`src/logic/ebpt_pkg.sv`:
```
package ebpt_pkg;

  // ==========================================================
  // Register map and geometry
  // ==========================================================
  localparam int          NUM_CS       = 4;
  localparam int          ADDR_W       = 8;
  localparam int          DATA_W       = 32;
  localparam int          DIV_W        = 8;
  localparam logic [7:0]  OFS_TCON0    = 8'h00;
  localparam logic [7:0]  OFS_CTRL     = 8'h10;
  localparam logic [7:0]  OFS_STATUS   = 8'h14;
  localparam logic [15:0] TCON_RESET   = 16'h0000;
  localparam logic [7:0]  DIV_RESET    = 8'h00;

  // ==========================================================
  // Timing control field positions
  // ==========================================================
  localparam int F_AB       = 0;
  localparam int F_CMD_LO   = 1;
  localparam int F_CMD_HI   = 2;
  localparam int F_WS       = 3;
  localparam int F_ACC_LO   = 4;
  localparam int F_ACC_HI   = 8;
  localparam int F_HOLD_LO  = 9;
  localparam int F_HOLD_HI  = 10;
  localparam int F_RDY_EN   = 11;
  localparam int F_WIN_LO   = 12;
  localparam int F_WIN_HI   = 13;
  localparam int TCON_W     = 14;

  localparam int          CNT_W    = 5;
  localparam logic [4:0]  CNT_ZERO = 5'h00;
  localparam logic [4:0]  AB_MAX   = 5'h04;
  localparam logic [4:0]  HOLD_MAX = 5'h02;

  // Phases of one external bus cycle.
  typedef enum logic [2:0] {
    PH_IDLE,
    PH_AB,
    PH_C,
    PH_D,
    PH_E,
    PH_F
  } ebpt_phase_t;

  typedef struct packed {
    ebpt_phase_t      ph;
    logic [CNT_W-1:0] cnt;
  } ebpt_step_t;

endpackage

```
`src/logic/ebpt_tick_div.sv`:
```
`timescale 1ns/1ps
module ebpt_tick_div
  import ebpt_pkg::*;
#(
  parameter int W = DIV_W
) (
  input  wire logic         ref_clk_i,
  input  wire logic         reset_n_i,
  input  wire logic [W-1:0] period_i,
  output logic              tick_o
);

  // ==========================================================
  // Timing cycle divider
  // ==========================================================
  // A period of N gives one tick every N+1 system clocks.
  logic [W-1:0] cnt_q;
  logic [W-1:0] cnt_d;

  always_comb begin
    if (cnt_q >= period_i) begin
      cnt_d = '0;
    end else begin
      cnt_d = cnt_q + W'(1);
    end
  end

  always_ff @(posedge ref_clk_i or negedge reset_n_i) begin
    if (!reset_n_i) begin
      cnt_q <= '0;
    end else begin
      cnt_q <= cnt_d;
    end
  end

  assign tick_o = (cnt_q >= period_i);

endmodule

```
`src/logic/ebpt_phase_timer.sv`:
```
// The plain strobed port and the register addresses were chosen for this implementation.
`timescale 1ns/1ps
// Notes on behaviour
// - Bus cycles run setup, command, write setup, access, hold in that order.
// - Lengths come from the selected chip select's timing; command is 0 to 3.
// - With ready enabled, access lasts until the far side drives ready.
// - Address setup is 1 or 2 cycles plus 0 to 3 on window change, at most 5.
// - Write setup or tristate lasts 0 or 1 timing cycle.
// - Access lasts 1 to 32 timing cycles before any ready extension.
// - Hold lasts 0 to 3 timing cycles.
module ebpt_phase_timer
  import ebpt_pkg::*;
(
  input  wire logic              ref_clk_i,
  input  wire logic              reset_n_i,
  input  wire logic [ADDR_W-1:0] reg_addr_i,
  input  wire logic [DATA_W-1:0] reg_wdata_i,
  input  wire logic              reg_wr_i,
  input  wire logic              reg_rd_i,
  output logic      [DATA_W-1:0] reg_rdata_o,
  input  wire logic              req_i,
  input  wire logic [1:0]        req_cs_i,
  input  wire logic              req_win_change_i,
  output logic                   busy_o,
  output logic                   done_o,
  output logic      [2:0]        phase_o,
  input  wire logic              ready_i
);

  // ==========================================================
  // State
  // ==========================================================
  typedef struct packed {
    logic [NUM_CS-1:0][TCON_W-1:0] tcon;
    logic [DIV_W-1:0]              div;
    logic [TCON_W-1:0]             lat;
    logic                          win;
    ebpt_phase_t                   ph;
    logic [CNT_W-1:0]              cnt;
    logic                          done;
    logic                          rdy_m;
    logic                          rdy_s;
    logic [DATA_W-1:0]             rdata;
  } ebpt_state_t;

  ebpt_state_t s_q;
  ebpt_state_t s_d;
  logic        tick;

  ebpt_tick_div #(.W(DIV_W)) u_div (
    .ref_clk_i (ref_clk_i),
    .reset_n_i (reset_n_i),
    .period_i  (s_q.div),
    .tick_o    (tick)
  );

  // ==========================================================
  // Phase sequencing
  // ==========================================================
  // Works out which phase follows a finished one, skipping zero lengths.
  function automatic ebpt_step_t next_step(input ebpt_phase_t from,
                                           input logic [TCON_W-1:0] t);
    ebpt_step_t r;
    r.ph  = PH_IDLE;
    r.cnt = CNT_ZERO;
    if (from == PH_AB && t[F_CMD_HI:F_CMD_LO] != 2'h0) begin
      r.ph  = PH_C;
      r.cnt = CNT_W'(t[F_CMD_HI:F_CMD_LO]) - CNT_W'(1);
    end else if ((from == PH_AB || from == PH_C) && t[F_WS]) begin
      r.ph  = PH_D;
      r.cnt = CNT_ZERO;
    end else if (from == PH_AB || from == PH_C || from == PH_D) begin
      r.ph  = PH_E;
      r.cnt = CNT_W'(t[F_ACC_HI:F_ACC_LO]);
    end else if (from == PH_E && t[F_HOLD_HI:F_HOLD_LO] != 2'h0) begin
      r.ph  = PH_F;
      r.cnt = CNT_W'(t[F_HOLD_HI:F_HOLD_LO]) - CNT_W'(1);
    end
    return r;
  endfunction

  logic [TCON_W-1:0] sel_tcon;
  ebpt_step_t        nxt;
  logic [CNT_W-1:0]  ab_len;

  always_comb begin
    s_d      = s_q;
    s_d.done = 1'b0;
    // Only the second stage is read; the first just settles the pin.
    s_d.rdy_m = ready_i;
    s_d.rdy_s = s_q.rdy_m;
    sel_tcon = s_q.tcon[req_cs_i];
    nxt      = next_step(s_q.ph, s_q.lat);
    ab_len   = CNT_W'(sel_tcon[F_AB]);
    if (req_win_change_i) begin
      ab_len = ab_len + CNT_W'(sel_tcon[F_WIN_HI:F_WIN_LO]);
    end
    unique case (s_q.ph)
      PH_IDLE: begin
        if (req_i) begin
          s_d.lat = sel_tcon;
          s_d.win = req_win_change_i;
          s_d.ph  = PH_AB;
          s_d.cnt = ab_len;
        end
      end
      PH_E: begin
        if (tick) begin
          if (s_q.cnt != CNT_ZERO) begin
            s_d.cnt = s_q.cnt - CNT_W'(1);
          end else if (!s_q.lat[F_RDY_EN] || s_q.rdy_s) begin
            s_d.ph   = nxt.ph;
            s_d.cnt  = nxt.cnt;
            s_d.done = (nxt.ph == PH_IDLE);
          end
        end
      end
      default: begin
        if (tick) begin
          if (s_q.cnt != CNT_ZERO) begin
            s_d.cnt = s_q.cnt - CNT_W'(1);
          end else begin
            s_d.ph   = nxt.ph;
            s_d.cnt  = nxt.cnt;
            s_d.done = (nxt.ph == PH_IDLE);
          end
        end
      end
    endcase

    // ========================================================
    // Register port
    // ========================================================
    s_d.rdata = '0;
    if (reg_wr_i) begin
      for (int i = 0; i < NUM_CS; i++) begin
        if (reg_addr_i == OFS_TCON0 + ADDR_W'(4 * i)) begin
          s_d.tcon[i] = reg_wdata_i[TCON_W-1:0];
        end
      end
      if (reg_addr_i == OFS_CTRL) begin
        s_d.div = reg_wdata_i[DIV_W-1:0];
      end
    end
    if (reg_rd_i) begin
      for (int i = 0; i < NUM_CS; i++) begin
        if (reg_addr_i == OFS_TCON0 + ADDR_W'(4 * i)) begin
          s_d.rdata = DATA_W'(s_q.tcon[i]);
        end
      end
      if (reg_addr_i == OFS_CTRL) begin
        s_d.rdata = DATA_W'(s_q.div);
      end
      if (reg_addr_i == OFS_STATUS) begin
        s_d.rdata = DATA_W'({s_q.rdy_s, s_q.cnt, 1'(s_q.ph != PH_IDLE),
                             3'(s_q.ph)});
      end
    end
  end

  always_ff @(posedge ref_clk_i or negedge reset_n_i) begin
    if (!reset_n_i) begin
      s_q       <= '0;
      s_q.tcon  <= {NUM_CS{TCON_RESET[TCON_W-1:0]}};
      s_q.div   <= DIV_RESET;
      s_q.ph    <= PH_IDLE;
    end else begin
      s_q <= s_d;
    end
  end

  // Data outputs come straight from the state register.
  assign reg_rdata_o = s_q.rdata;
  assign busy_o      = (s_q.ph != PH_IDLE);
  assign done_o      = s_q.done;
  assign phase_o     = 3'(s_q.ph);
endmodule

```
`config.mk`:
```
export PLATFORM = sky130hd
export DESIGN_NAME = ebpt_phase_timer
export DESIGN_NICKNAME = d
export VERILOG_FILES = /design/src/logic/ebpt_pkg.sv /design/src/logic/ebpt_tick_div.sv /design/src/logic/ebpt_phase_timer.sv
export SDC_FILE = /design/constraint.sdc
export NUM_CORES = 1
export LEC_CHECK = 0
export BUFFER_PORTS_ARGS = -buffer_cell sky130_fd_sc_hd__clkbuf_2
export CORE_MARGIN = 2
export CORE_UTILIZATION = 58
export DETAILED_ROUTE_END_ITERATION = 7
export GPL_TIMING_DRIVEN = 0
export PLACE_DENSITY = 0.87
export SLEW_MARGIN = 20
export SYNTH_ARGS = -nofsm -noshare
export SYNTH_HDL_FRONTEND = slang
export SYNTH_HIERARCHICAL = 1
export SYNTH_SLANG_ARGS = --single-unit
```
`constraint.sdc`:
```
create_clock -name ref_clk_i -period 2.7 [get_ports ref_clk_i]
set_input_delay 0.405 -clock ref_clk_i [delete_from_list [all_inputs] [get_ports ref_clk_i]]
set_output_delay 0.405 -clock ref_clk_i [all_outputs]
set_load 0.005 [all_outputs]
```
# Yosys cells after proc, flatten, opt, wreduce, memory -nomap -nowiden

Cells that the tools add are included.

Bits in registers: 127
Input port bits: 49
Output and inout port bits: 37
Word-level logic and storage cells: 85

Add/subtract/negate cells: 5
Order comparisons: 2
Equal/unequal tests: 15
Multiplexer cells: 27
Reduce and logical (&&, ||, !) cells: 23

Operators by type and width:

| operator              | count |
|---|---|
| $mux W32              | 6 |
| $mux W8               | 6 |
| $bmux W14 S2          | 1 |
| $mux W14              | 2 |
| $mux W9               | 3 |
| $eq A8 B4 Y1 const B  | 2 |
| $eq A8 B5 Y1 const B  | 2 |
| $pmux W8 S2           | 1 |
| $reduce_and A2 Y1     | 6 |
| $mux W5               | 2 |
| $mux W3               | 3 |
| $add A8 B1 Y8 const B | 1 |
| $eq A8 B3 Y1 const B  | 1 |
| $ge A8 B8 Y1          | 1 |
| $logic_not A8 Y1      | 1 |
| $eq A3 B2 Y1 const B  | 2 |
| $logic_not A3 Y1      | 2 |
| $ne A2 B2 Y1 const B  | 3 |
| $reduce_and A6 Y1     | 1 |
| $reduce_bool A2 Y1    | 3 |
| $sub A2 B1 Y3 const B | 2 |
| $reduce_bool A5 Y1    | 1 |
| $sub A5 B1 Y5 const B | 1 |
| $ne A2 B1 Y1 const B  | 2 |
| other kinds (12)      | 17 |

# Longest topological paths before layout

Depth in word-level cells: 11
Gate-level depth with buffers: 10
Depth with buffers taken out: 10

# Modules after synthesis

The synthesis kept the hierarchy.

By module, submodules not included:

| module           | times used | cells each | area an instance (µm²) | sequential area each (µm²) |
|---|---|---|---|---|
| ebpt_phase_timer | 1          | 473        | 5426.5                 | 2502.4 |
| ebpt_tick_div    | 1          | 54         | 555.5                  | 200.2 |

# Worst setup path before layout

No wires, ideal clock.

Path kind: input to register
From: input port req_cs_i[0]
To: register s_q[37] (netlist bit)
Library setup time: 0.122 ns
Data arrival time: 2.298 ns
Required time: 2.578 ns
Slack: 0.281 ns
Stages on the path: 8
Path buffers: 2
Cells stage by stage: clkbuf_1 buf_2 mux4_2 ha_1 ha_1 nand3_1 o211ai_1 a32o_1

Longest elaborated chain between the ends: 6

RTL lines:

| item                           | RTL line                | source |
|---|---|---|
| start: declaration             | ebpt_phase_timer.sv:22  | `input wire logic [1:0] req_cs_i,` |
| $bmux W14 S2                   | ebpt_phase_timer.sv:92  | `sel_tcon = s_q.tcon[req_cs_i];` |
| $mux W14 (implied by the code) | ebpt_phase_timer.sv:92  |  |
| $add A1 B2 Y3                  | ebpt_phase_timer.sv:96  | `ab_len = ab_len + CNT_W'(sel_tcon[F_WIN_HI:F_WIN_LO]);` |
| $mux W3                        | ebpt_phase_timer.sv:95  | `if (req_win_change_i) begin` |
| $mux W8                        | ebpt_phase_timer.sv:100 | `if (req_i) begin` |
| $pmux W8 S2                    | ebpt_phase_timer.sv:98  | `unique case (s_q.ph)` |
| end: declaration               | ebpt_phase_timer.sv:46  | `ebpt_state_t s_q;` |

Every way passes these cells. The select of a mux whose other input is x is not followed.
A chain may end at the register's enable or synchronous reset.

# Final worst setup path

From: register s_q[65] (netlist bit)
To: register s_q (netlist bit phase_o[2])

Longest elaborated chain between the ends: 3
Elaborated cells between the ends (all ways): 4
Those cells by class: order compare (1); eq/ne (1); reduce/logical (2)

RTL lines:

| item                                                                | RTL line               | source |
|---|---|---|
| $ge A8 B8 Y1 *                                                      | ebpt_tick_div.sv:36    | `assign tick_o = (cnt_q >= period_i);` |
| via tick                                                            | ebpt_phase_timer.sv:48 | `logic tick;` |
| $ne A2 B2 Y1 (no line) / $reduce_bool A2 Y1 (equally long branches) | n/a                    |  |
| $reduce_and A6 Y1 (no line) *                                       | n/a                    |  |

Mark *: on every way through the listed nets, which the timed path passes. The rest lies on a longest branch.

==> impl_metrics.ini <==
[finish]
finalNetCount = 670
fillers = 802
syn_to_final_growth_pct = 12.6
final_cell_area_sq_mm = 0.00674
antenna_cells = 0
final_layout_size_suffix_gt1_frac = 0.351
multi_input_area_sq_mm = 0.00287
ff_latch_area_sq_mm = 0.00270

[sta]
layout_setup_ws_ns = 0.125
fmaxAchievable_mhz = 388
period_share = 0.954
tightestPinTransition_ns = 0.741
drv_slew = 0
hold_violations = 0
clock_skew_ns = 0.00732
slew_headroom = 0.502
setup_violations = 0
period_needed_ns = 2.57

[setup_path]
critical_path_class = reg -> reg
endpoint_kind = flip-flop
r2r-start = s_q[65]
cp_common_cell = inv_1
cpPeakStageDelay_ns = 0.41
path_max_fanout = 12
r2r_setup_slack_ns = 0.13
cp_slowest_cell = or3_1
cp.arrival_ns = 2.85
r2r_end = phase_o[2]
rr_worst_depth = 8
cp-start-kind = flip-flop
crit_chain = inv_1 -> ha_1 -> and3_1 -> o211ai_1 -> o21ai_4 -> inv_1 -> or3_1 -> o32ai_1
cp.required_ns = 2.98

[placement]
placed_area_sq_mm = 0.00649
pre_cts_ws_ns = -0.0906
io_buffers = 48
place_congestion = 0.940
dp_hpwl_um = 10400

[logic_synthesis]
yosys-mux-area-fraction = 0.199
yosys_warnings = 6
synth_area_sq_mm = 0.00598
syn_inst = 527
syn_area_per_cell_sq_um = 11.4
synth_top_family_by_area = multiplexers
synthTopCellsByArea = dfrtp_1 (45%), mux2_2 (12%), mux4_2 (5.3%)
ys_seq_elements = 108
synth-async-reset-ratio = 1.00
yosys.area.top_type = dfrtp_1
yosysSeqAreaShare = 0.452
synth-edff-count = 0
synthSimpleGateAreaFrac = 0.109
synth_xor_xnor_area_share = 0.0102
synth-compound-area-share = 0.111
synthAdderAreaFrac = 0.0351
ys_top_cells_by_count = dfrtp_1 (108), mux2_2 (66), nand2_1 (42), buf_4 (38), nor2_1 (31)
yosys.cell_count.top_type = dfrtp_1
yosysTopAreaCellShare = 0.452
ys_types = 63
ys.flop_type = dfrtp_1

[die]
die_h_um = 106
core_sq_mm = 0.0102
num_rows = 37
io_pins = 86
die_w_um = 106
initial_core_util = 0.587
dieArea_sq_mm = 0.0111

[cts]
path_clk_slew_ns = 0.10
post_cts_buffers = 0
clk_path_buf_depth = 2
cts_root_buf = clkbuf_8
insertion_delay_ns = 0.38
cts_tree = built
cts.sinks = 108
numCtsBuffers = 9
htreeDepth = 3

[outcome]
status = complete, no violations

[route]
drc_errors = 0
ant_nets = 0
drtPass1Iterations = 6
routed_wl_um = 14100
viasPerCell = 5.92
routedWlPerCell_um = 18.9
wl_met1_um = 5830
drt_iter0_markers = 429
wl_met2_um = 6960
met3RoutedLength_um = 973
top_layer_used = met4
vias = 4414

[power_and_ir_drop]
power.density_mw_per_mm2 = 655
p_leak_nw = 3.32
ir_worst_vdd_uv = 279

[hold_path]
worst_hold_path.num_cells = 1
hold_class = in -> reg
hold_end = s_d[32]
hp-start = ready_i

[job]
cap_violations = 0

[global_route]
grt_pass1_wl_um = 22500
first_global_vias = 4315
grtUsageTotal = 0.263
grt_overflow = 0
grt_max_degree = 70
antenna_found_initial = 0
stage by stage:
| stage | cells | total power, mW | setup TNS (ns) | hold slack (ns) | util |
|---|---|---|---|---|---|
| floorplan | 544 | 2.92 | 0 | 0.109 | - |
| global placement | 728 | 3.27 | -13.32 | 0.334 | 0.634 |
| detailed placement | 729 | 3.32 | -0.0906 | 0.335 | 0.637 |
| CTS | 746 | 4.38 | 0 | 0.111 | 0.659 |
| global route | 746 | 4.65 | -0.00942 | 0.105 | 0.661 |
| finish | 746 | 4.41 | 0 | 0.123 | 0.661 |
placed cells by master (no fill, tap or decap), types with 3 or more instances in the layout:
cell type,synthesis,layout
nor2_1,31,31
nand2b_1,5,5
clkbuf_1,7,8
ha_1,16,16
buf_4,38,38
and2_1,3,3
o22ai_1,9,9
o211ai_1,3,3
nor3_1,5,5
buf_2,12,12
and3_1,4,4
or4b_1,3,3
mux2_2,66,66
a221oi_1,7,7
a21oi_1,16,16
clkbuf_8,0,10
a211oi_1,11,11
nand4_1,3,3
mux4_2,14,14
o31ai_1,3,3
conb_1,1,18
inv_1,25,25
nand3_1,11,11
o21ai_0,22,22
mux2i_1,13,13
xnor2_1,3,3
dfrtp_1,108,108
nand2_1,42,42
clkbuf_2,0,47
xor2_1,4,4
worst max-delay path: cells and delay by family, from the launching register on:
family	cells	cell delay, ns
AOI/OAI and AO/OA	3	0.89
adders and majority gates	1	0.31
buffers and inverters	2	0.21
DFF	1	0.39
and+or+nand+nor	2	0.66
layer usage:
metal,vias to the layer above,GRT usage
met3,31,0.0532
met5,-,0
met4,0,0.101
met2,186,0.435
li1,2003,-
met1,2194,0.343
registers in the layout, summed over array words and instances (netlist names):
register / count
done_o: 1
u_div/cnt_q: 8
reg_rdata_o: 14
phase_o: 3
s_q: 81
s_d: 1
kinds of logic after synthesis:
group / Yosys count
simple gates: 124
mux: 93
buf+inv: 86
xor+xnor: 7
compound gates: 91
fa+ha+maj: 17
flops: 108
other cells: 1
what timing repair did:
item                       CTS  global route
setup endpoints to repair    0             6
hold endpoints to repair    39             0
hold buffers                 1             0
gates resized for setup      0             2
how the worst max path moves through the flow:
stage,start,endpoint
final,s_q[65],phase_o[2]
after global routing,s_q[65],s_q[39]
after CTS,s_q[64],s_q[39]
after detailed placement,req_cs_i[0],s_q[37]
after global placement,reset_n_i,u_div/cnt_q[6]
after floorplan,req_cs_i[0],s_q[37]
power breakdown:
part / switching (mW) / total, mW / internal (mW)
clock network: 0.550 / 1.07 / 0.523
registers: 0.147 / 1.92 / 1.77
logic: 0.825 / 1.42 / 0.596
total: 1.52 / 4.41 / 2.89
final cells by class:
cell class	instances	share of cell area
plain buffers	61	0.0596
clock buffers	10	0.0189
clock inverters	6	0.0128
inverters	25	0.0139
multi-input cells	350	0.426
flip-flops and latches	108	0.401
well taps	136	0.0253
repair buffers	50	0.0425
No activity file was read; power rests on OpenSTA's default activity.
